$ cat src/rtl/uefc_defines.svh
`ifndef UEFC_DEFINES_SVH
`define UEFC_DEFINES_SVH
// Summary of operation
// - Packet-size register applies to data endpoints only.
// - Writing packet size reloads current packet length.
// - Transactions field selects one to three packets.
// - FIFO size field sets endpoint bytes.
// - Null packet after DMA IN unless suppressed.
// - Enable bit activates endpoint FIFO allocation.
// - Disable then enable resets data PID.
// - Double buffer bit selects two buffers.
// - Endpoint kind: unused, isochronous, bulk, interrupt.
// - Current length holds size, bus reset clears.

`define UEFC_NUM_EP        16
`define UEFC_FIRST_DATA_EP 4'h3
`define UEFC_TOTAL_BYTES   15'h2000

`define UEFC_OFF_PKT       8'h04
`define UEFC_OFF_KIND      8'h08
`define UEFC_OFF_LEN       8'h1c
`define UEFC_OFF_IDX       8'h2c
`define UEFC_OFF_ALLOC     8'h3e

`define UEFC_FIFO_MSB      10
`define UEFC_TRANS_LSB     11
`define UEFC_TRANS_MSB     12
`define UEFC_KIND_MSB      4
`define UEFC_ENABLE_BIT    3
`define UEFC_DBL_BIT       2

`define UEFC_PKT_RST       13'h0000
`define UEFC_KIND_RST      5'h00
`define UEFC_LEN_RST       16'h0000
`define UEFC_IDX_RST       4'h0
`endif

$ cat src/rtl/uefc_pkg.sv
package uefc_pkg;
    typedef enum logic [1:0] {
        UEFC_KIND_UNUSED = 2'b00,
        UEFC_KIND_ISO    = 2'b01,
        UEFC_KIND_BULK   = 2'b10,
        UEFC_KIND_INTR   = 2'b11
    } uefc_kind_t;

    typedef struct packed {
        logic [1:0]  transactions_per_microframe;
        logic [10:0] fifo_size_bytes;
    } uefc_pkt_cfg_t;

    typedef struct packed {
        logic       suppress_null_packet;
        logic       enable;
        logic       double_buffer_enable;
        uefc_kind_t endpoint_kind;
    } uefc_kind_cfg_t;

    typedef struct packed {
        logic        wr;
        logic        rd;
        logic [7:0]  addr;
        logic [15:0] wdata;
    } uefc_bus_req_t;

    typedef struct packed {
        logic wr_idx;
        logic wr_pkt;
        logic wr_kind;
        logic wr_len;
        logic rd_idx;
        logic rd_pkt;
        logic rd_kind;
        logic rd_len;
        logic rd_alloc;
    } uefc_dec_t;

    typedef struct packed {
        uefc_pkt_cfg_t  pkt;
        uefc_kind_cfg_t kind;
        logic [1:0]     trans_count;
        logic [15:0]    current_packet_length;
    } uefc_sie_cfg_t;
endpackage

$ cat src/rtl/uefc_bus_dec.sv
`timescale 1ns/100ps
`default_nettype none
`include "uefc_defines.svh"
module uefc_bus_dec
    import uefc_pkg::*;
(
    input  wire uefc_bus_req_t bus_req_in,
    output uefc_dec_t          dec_out
);
    function automatic logic hit(input logic [7:0] addr, input logic [7:0] off);
        hit = (addr == off);
    endfunction

    always_comb begin
        dec_out          = '0;
        dec_out.wr_idx   = bus_req_in.wr && hit(bus_req_in.addr, `UEFC_OFF_IDX);
        dec_out.wr_pkt   = bus_req_in.wr && hit(bus_req_in.addr, `UEFC_OFF_PKT);
        dec_out.wr_kind  = bus_req_in.wr && hit(bus_req_in.addr, `UEFC_OFF_KIND);
        dec_out.wr_len   = bus_req_in.wr && hit(bus_req_in.addr, `UEFC_OFF_LEN);
        dec_out.rd_idx   = bus_req_in.rd && hit(bus_req_in.addr, `UEFC_OFF_IDX);
        dec_out.rd_pkt   = bus_req_in.rd && hit(bus_req_in.addr, `UEFC_OFF_PKT);
        dec_out.rd_kind  = bus_req_in.rd && hit(bus_req_in.addr, `UEFC_OFF_KIND);
        dec_out.rd_len   = bus_req_in.rd && hit(bus_req_in.addr, `UEFC_OFF_LEN);
        dec_out.rd_alloc = bus_req_in.rd && hit(bus_req_in.addr, `UEFC_OFF_ALLOC);
    end
endmodule // uefc_bus_dec
`default_nettype wire

$ cat src/rtl/uefc_top.sv
`timescale 1ns/100ps
`default_nettype none
`include "uefc_defines.svh"
module uefc_top
    import uefc_pkg::*;
(
    input  wire logic          clk_sys_in,
    input  wire logic          resetn_in,
    input  wire logic          usb_bus_reset_in,
    input  wire logic          hs_mode_in,
    input  wire uefc_bus_req_t bus_req_in,
    output logic [15:0]        rdata_out,
    output logic               rvalid_out,
    input  wire logic [3:0]    sie_ep_in,
    output uefc_sie_cfg_t      sie_cfg_out,
    output logic [15:0]        ep_enable_out,
    output logic [15:0]        ep_double_buf_out,
    output logic [15:0]        pid_reset_out,
    output logic [14:0]        alloc_bytes_out,
    input  wire logic          dma_in_done_in,
    input  wire logic [3:0]    dma_ep_in,
    input  wire logic          in_token_in,
    input  wire logic [3:0]    token_ep_in,
    output logic               zlp_send_out,
    output logic [3:0]         zlp_ep_out
);
    localparam int NEP = `UEFC_NUM_EP;

    uefc_dec_t      dec;
    logic [3:0]     idx_reg;
    logic [3:0]     idx_next;
    uefc_pkt_cfg_t  pkt_reg  [NEP];
    uefc_pkt_cfg_t  pkt_next [NEP];
    uefc_kind_cfg_t kind_reg [NEP];
    uefc_kind_cfg_t kind_next[NEP];
    logic [15:0]    len_reg  [NEP];
    logic [15:0]    len_next [NEP];
    logic [15:0]    rdata_reg;
    logic [15:0]    rdata_next;
    logic           rvalid_reg;
    logic           rvalid_next;
    uefc_sie_cfg_t  sie_reg;
    uefc_sie_cfg_t  sie_next;
    logic [15:0]    ena_reg;
    logic [15:0]    ena_next;
    logic [15:0]    dbl_reg;
    logic [15:0]    dbl_next;
    logic [15:0]    pid_reg;
    logic [15:0]    pid_next;
    logic [14:0]    alloc_reg;
    logic [14:0]    alloc_next;
    logic [15:0]    suppress_vec;

    // Setup buffer and both control endpoints sit below the first data index.
    function automatic logic data_ep(input logic [3:0] idx);
        data_ep = (idx >= `UEFC_FIRST_DATA_EP);
    endfunction

    // Packets per microframe; anything but high-speed periodic traffic gets one.
    function automatic logic [1:0] trans_count(input uefc_pkt_cfg_t p, input uefc_kind_cfg_t k,
                                               input logic hs);
        trans_count = 2'h1;
        if (hs && (k.endpoint_kind == UEFC_KIND_ISO || k.endpoint_kind == UEFC_KIND_INTR)) begin
            case (p.transactions_per_microframe)
                2'b00:   trans_count = 2'h1;
                2'b01:   trans_count = 2'h2;
                2'b10:   trans_count = 2'h3;
                default: trans_count = 2'h1;
            endcase
        end
    endfunction

    uefc_bus_dec u_dec (
        .bus_req_in (bus_req_in),
        .dec_out    (dec)
    );

    always_comb begin
        for (int i = 0; i < NEP; i++) begin
            suppress_vec[i] = kind_reg[i].suppress_null_packet;
        end
    end

    uefc_zlp_gen u_zlp (
        .clk_sys_in       (clk_sys_in),
        .resetn_in        (resetn_in),
        .usb_bus_reset_in (usb_bus_reset_in),
        .suppress_in      (suppress_vec),
        .dma_in_done_in   (dma_in_done_in),
        .dma_ep_in        (dma_ep_in),
        .in_token_in      (in_token_in),
        .token_ep_in      (token_ep_in),
        .zlp_send_out     (zlp_send_out),
        .zlp_ep_out       (zlp_ep_out)
    );

    // Endpoint register writes always target the endpoint that the index register selects.
    always_comb begin
        idx_next  = idx_reg;
        pkt_next  = pkt_reg;
        kind_next = kind_reg;
        len_next  = len_reg;
        if (dec.wr_idx) begin
            idx_next = bus_req_in.wdata[3:0];
        end
        if (dec.wr_pkt && data_ep(idx_reg)) begin
            pkt_next[idx_reg] = uefc_pkt_cfg_t'(bus_req_in.wdata[`UEFC_TRANS_MSB:0]);
            len_next[idx_reg] = {5'h00, bus_req_in.wdata[`UEFC_FIFO_MSB:0]};
        end
        if (dec.wr_kind) begin
            kind_next[idx_reg] = uefc_kind_cfg_t'(bus_req_in.wdata[`UEFC_KIND_MSB:0]);
        end
        if (dec.wr_len) begin
            len_next[idx_reg] = bus_req_in.wdata;
        end
        if (usb_bus_reset_in) begin
            pkt_next  = '{default: `UEFC_PKT_RST};
            kind_next = '{default: `UEFC_KIND_RST};
            len_next  = '{default: `UEFC_LEN_RST};
        end
    end

    // Enable, buffering and allocation follow the values being committed this cycle.
    always_comb begin
        alloc_next = 15'h0000;
        for (int i = 0; i < NEP; i++) begin
            ena_next[i] = kind_next[i].enable;
            dbl_next[i] = kind_next[i].double_buffer_enable;
            pid_next[i] = !kind_reg[i].enable && kind_next[i].enable;
            if (kind_next[i].enable && data_ep(4'(i))) begin
                alloc_next = alloc_next + 15'(pkt_next[i].fifo_size_bytes);
            end
        end
    end

    // Reads return the selected endpoint or the allocation total; unmapped offsets return zero.
    always_comb begin
        rvalid_next = bus_req_in.rd;
        rdata_next  = 16'h0000;
        if (dec.rd_idx) begin
            rdata_next = {12'h000, idx_reg};
        end
        if (dec.rd_pkt) begin
            rdata_next = {3'h0, pkt_reg[idx_reg]};
        end
        if (dec.rd_kind) begin
            rdata_next = {11'h000, kind_reg[idx_reg]};
        end
        if (dec.rd_len) begin
            rdata_next = len_reg[idx_reg];
        end
        if (dec.rd_alloc) begin
            rdata_next = {1'b0, alloc_reg};
        end
    end

    always_comb begin
        sie_next.pkt                   = pkt_reg[sie_ep_in];
        sie_next.kind                  = kind_reg[sie_ep_in];
        sie_next.trans_count           = trans_count(pkt_reg[sie_ep_in], kind_reg[sie_ep_in],
                                                     hs_mode_in);
        sie_next.current_packet_length = len_reg[sie_ep_in];
    end

    always_ff @(posedge clk_sys_in) begin
        if (!resetn_in) begin
            idx_reg    <= `UEFC_IDX_RST;
            pkt_reg    <= '{default: `UEFC_PKT_RST};
            kind_reg   <= '{default: `UEFC_KIND_RST};
            len_reg    <= '{default: `UEFC_LEN_RST};
            rdata_reg  <= 16'h0000;
            rvalid_reg <= 1'b0;
            sie_reg    <= '0;
            ena_reg    <= 16'h0000;
            dbl_reg    <= 16'h0000;
            pid_reg    <= 16'h0000;
            alloc_reg  <= 15'h0000;
        end else begin
            idx_reg    <= idx_next;
            pkt_reg    <= pkt_next;
            kind_reg   <= kind_next;
            len_reg    <= len_next;
            rdata_reg  <= rdata_next;
            rvalid_reg <= rvalid_next;
            sie_reg    <= sie_next;
            ena_reg    <= ena_next;
            dbl_reg    <= dbl_next;
            pid_reg    <= pid_next;
            alloc_reg  <= alloc_next;
        end
    end

    assign rdata_out         = rdata_reg;
    assign rvalid_out        = rvalid_reg;
    assign sie_cfg_out       = sie_reg;
    assign ep_enable_out     = ena_reg;
    assign ep_double_buf_out = dbl_reg;
    assign pid_reset_out     = pid_reg;
    assign alloc_bytes_out   = alloc_reg;
endmodule // uefc_top
`default_nettype wire

$ cat src/rtl/uefc_zlp_gen.sv
`timescale 1ns/100ps
`default_nettype none
`include "uefc_defines.svh"
module uefc_zlp_gen
    import uefc_pkg::*;
(
    input  wire logic        clk_sys_in,
    input  wire logic        resetn_in,
    input  wire logic        usb_bus_reset_in,
    input  wire logic [15:0] suppress_in,
    input  wire logic        dma_in_done_in,
    input  wire logic [3:0]  dma_ep_in,
    input  wire logic        in_token_in,
    input  wire logic [3:0]  token_ep_in,
    output logic             zlp_send_out,
    output logic [3:0]       zlp_ep_out
);
    logic [15:0] pending_reg;
    logic [15:0] pending_next;
    logic        send_reg;
    logic        send_next;
    logic [3:0]  ep_reg;
    logic [3:0]  ep_next;

    // The suppress bit is looked at again when the token comes, so setting it late still wins; clearing it late sends nothing.
    always_comb begin
        pending_next = pending_reg;
        send_next    = 1'b0;
        ep_next      = ep_reg;
        if (in_token_in && pending_reg[token_ep_in]) begin
            pending_next[token_ep_in] = 1'b0;
            send_next                 = !suppress_in[token_ep_in];
            ep_next                   = token_ep_in;
        end
        if (dma_in_done_in && !suppress_in[dma_ep_in]) begin
            pending_next[dma_ep_in] = 1'b1;
        end
        if (usb_bus_reset_in) begin
            pending_next = 16'h0000;
            send_next    = 1'b0;
        end
    end

    always_ff @(posedge clk_sys_in) begin
        if (!resetn_in) begin
            pending_reg <= 16'h0000;
            send_reg    <= 1'b0;
            ep_reg      <= 4'h0;
        end else begin
            pending_reg <= pending_next;
            send_reg    <= send_next;
            ep_reg      <= ep_next;
        end
    end

    assign zlp_send_out = send_reg;
    assign zlp_ep_out   = ep_reg;
endmodule // uefc_zlp_gen
`default_nettype wire

$ cat config.mk
export PLATFORM = sky130hd
export DESIGN_NAME = uefc_top
export DESIGN_NICKNAME = d
export VERILOG_FILES = /design/src/rtl/uefc_pkg.sv /design/src/rtl/uefc_bus_dec.sv /design/src/rtl/uefc_top.sv /design/src/rtl/uefc_zlp_gen.sv
export VERILOG_INCLUDE_DIRS = /design/src /design/src/rtl
export SDC_FILE = /design/constraint.sdc
export NUM_CORES = 2
export LEC_CHECK = 0
export BUFFER_PORTS_ARGS = -buffer_cell sky130_fd_sc_hd__buf_2
export CAP_MARGIN = 10
export CORE_MARGIN = 2
export CORE_UTILIZATION = 45
export CTS_BUF_LIST = sky130_fd_sc_hd__clkbuf_8
export DETAILED_ROUTE_END_ITERATION = 8
export PLACE_DENSITY_LB_ADDON = 0.3
export SETUP_SLACK_MARGIN = 0.1
export SLEW_MARGIN = 20
export SYNTH_ARGS = -nofsm -noshare
export SYNTH_HDL_FRONTEND = slang
export SYNTH_SLANG_ARGS = --single-unit
export TNS_END_PERCENT = 5
$ cat constraint.sdc
create_clock -name clk_sys_in -period 23.6 [get_ports clk_sys_in]
set_input_delay 3.54 -clock clk_sys_in [delete_from_list [all_inputs] [get_ports clk_sys_in]]
set_output_delay 3.54 -clock clk_sys_in [all_outputs]
set_load 0.02 [all_outputs]
==> impl_metrics.env <==
export IMPL_synth_fp_nets=4633
export IMPL_ys_top_cells_by_area="dfxtp_1 (32%), mux4_2 (20%), nand2_1 (6.3%)"
export IMPL_synth_top_cells_by_count="nand2_1 (673), dfxtp_1 (653), nor2_1 (566)"
export IMPL_antenna_found_initial=6
export IMPL_post_place_cells=5488
export IMPL_fp_dieH_um=303.1
export IMPL_design_area_mm2=0.04392
export IMPL_hp_class="reg2reg"
export IMPL_worstMarginPinSlew_ns=1.228
export IMPL_dpl_worst_slack_ns=3.787
export IMPL_gr_total_overflow=0
export IMPL_setup_ws_ns=4.160
export IMPL_cts_tree="done"
export IMPL_area_growth_pct=9.081
export IMPL_run_status="finished, final reports clean"
export IMPL_core_area_mm2=0.08851
export IMPL_drtIter0Drc=4268
export IMPL_synth_edff_count=0
export IMPL_hold_viol_final=0
export IMPL_rsz0062_at_grt="no"
export IMPL_power_total_mw=2.236
export IMPL_worstPathArrival_ns=20.08
export IMPL_finClkSkew_ns=0.03946
export IMPL_path_max_fanout=17
export IMPL_irDropWorstVdd_v=0.00003913
export IMPL_cts_root_buf="clkbuf_8"
export IMPL_critPathRequiredTime_ns=24.24
export IMPL_hold_path_depth=2
export IMPL_instances_no_fill=5682
export IMPL_grt_usage_pct=30.53
export IMPL_p_per_area_mw_per_mm2=50.91
export IMPL_max_stage_delay_ns=0.81
export IMPL_async_flop_share_pct=0
export IMPL_drtPass1Iterations=6
export IMPL_dp_hpwl_um=98070
export IMPL_ctsResizeCount=0
export IMPL_viasPerCell=6.286
export IMPL_layout_drive_gt1_share_pct=18.83
export IMPL_clock_latency_ns=0.76
export IMPL_ant_nets=0
export IMPL_setup_violations_final=0
export IMPL_crit_top_cell="ha_1"
export IMPL_post_cts_buffers=0
export IMPL_synth_cell_area_mm2=0.04026
export IMPL_holdBufCountCts=0
export IMPL_port_buffers=164
export IMPL_synth_most_common_cell="nand2_1"
export IMPL_grt_pass1_vias=33580
export IMPL_r2r_slack_ns=6.28
export IMPL_r2r_end="alloc_bytes_out[14]$_SDFF_PN0_"
export IMPL_slew_violations=0
export IMPL_rows=109
export IMPL_synth_ff_type="dfxtp_1"
export IMPL_grt_pass1_wl_um=212400
export IMPL_drc=0
export IMPL_dpl_cell_area_mm2=0.04168
export IMPL_maxCapViolations=0
export IMPL_nets=4625
export IMPL_initial_core_util_pct=45.49
export IMPL_ios=165
export IMPL_routedWlPerCell_um=25.07
export IMPL_holdWs_ns=0.4632
export IMPL_worst_setup_path_end_kind="flop"
export IMPL_wirelength_um=142500
export IMPL_largest_reg_flops=240
export IMPL_synth_top_cell_by_area="dfxtp_1"
export IMPL_rr_worst_depth=76
export IMPL_htreeDepth=3
export IMPL_hold_start="len_reg[121]$_SDFF_PP0_"
export IMPL_avgSynthCellArea_um2=9.062
export IMPL_numCtsBuffers=110
export IMPL_clock_sinks=653
export IMPL_startpoint_type="input pin"
export IMPL_finalWeightedCongestion=0.9617
export IMPL_worstHoldEndpoint="len_reg[121]$_SDFF_PP0_"
export IMPL_fmax_mhz=51.44
export IMPL_yosys_warnings=0
export IMPL_period_share_pct=82.37
export IMPL_ys_types=93
export IMPL_syn_inst=4443
export IMPL_clk_pin_slew_ns=0.06
export IMPL_yosysSeqAreaShare_pct=32.47
export IMPL_path_class="in2reg"
export IMPL_period_minus_slack_ns=19.44
export IMPL_fin_setup_tns_ns=0
export IMPL_cp_slowest_cell="nor4_4"
export IMPL_relSlewSlack_pct=17.83
export IMPL_r2r_start="idx_reg[0]$_SDFFE_PN0P_"
export IMPL_dieArea_mm2=0.09188
export IMPL_die_x_um=303.1
export IMPL_ys_seq_elements=653
export IMPL_cts_path_max_buffers=3
export IMPL_synth_top_area_share_pct=32.47
export IMPL_vias=35720
export IMPL_p_leak_nw=17.22
export IMPL_finish_utilization_pct=49.62
export IMPL_grt_max_degree=110
==> layer usage <==
metal  vias up  global-route usage [%]  routed length, um
li1      15880                       -                  -
met1     17340                   41.10              56600
met2      2081                   46.25              62330
met3       414                   6.368              15300
met4         2                   16.19               8213
met5         -                       0                 13
==> cell type report <==
cell class              instances  area [um2]
clock buffers                 134        1844
inverters                     101       379.1
diodes                          2       5.005
multi-input cells            3332       25400
flip-flops and latches        653       13090
well taps                    1165        1458
fillers                      8244       44590
repair buffers                237        1398
clock inverters                58       352.8
==> kinds of logic (layout without fill, tap and decap cells) <==
group | count (synthesis) | after routing | synth area share, %
simple gates | 1678 | 1678 | 18.20
compound gates | 841 | 841 | 12.29
flops | 653 | 653 | 32.47
mux | 570 | 570 | 25.35
buf+inv | 458 | 530 | 4.615
fa+ha+maj | 147 | 147 | 4.789
xor+xnor | 96 | 96 | 2.281
other cells | 0 | 2 | 0
==> where the power goes <==
group	internal (mW)	leakage [nW]	switching, mW
combinational	0.0217	10.7	0.0724
sequential	1.10	5.26	0.000276
clock	0.552	1.28	0.487
total	1.68	17.2	0.560
==> layout by cell type (no fill, tap or decap), types with 19 or more instances in the layout <==
cell,Yosys,routed
ha_1,134,134
xnor2_1,72,72
nor3_1,61,60
nor2_1,566,565
o21a_1,28,28
buf_2,9,160
a21o_1,32,32
a21oi_1,460,460
a22oi_1,30,30
nand2_1,673,672
mux4_2,355,355
buf_4,34,73
o21ai_0,119,119
mux2i_1,180,180
a211oi_1,19,19
and2_1,46,46
clkbuf_8,0,134
mux2_2,31,31
inv_1,99,141
and3_1,61,61
dfxtp_1,653,649
nor2b_1,41,41
or2_2,27,27
nand3_1,122,120
==> worst max path at each step <==
stage                   startpoint  slack (ns)                             end  cells past startpoint
floorplan           bus_req_in[17]        5.74  alloc_bytes_out[13]$_SDFF_PN0_                     80
global placement    bus_req_in[17]        4.13  alloc_bytes_out[14]$_SDFF_PN0_                     77
detailed placement  bus_req_in[17]        3.79  alloc_bytes_out[14]$_SDFF_PN0_                     84
CTS                 bus_req_in[17]        4.49  alloc_bytes_out[14]$_SDFF_PN0_                     84
global route        bus_req_in[17]        2.63  alloc_bytes_out[14]$_SDFF_PN0_                     84
finish              bus_req_in[17]        4.16  alloc_bytes_out[14]$_SDFF_PN0_                     77
==> critical path: cells and delay by family <==
kind	cells	cell delay, ns
AO/OA/AOI/OAI	30	5.65
XOR/XNOR	5	0.70
adder cells (fa/ha/maj)	12	3.67
buffers and inverters	4	0.64
multiplexers	4	0.93
AND/OR/NAND/NOR	22	4.90
(Power assumes the default switching activity.)
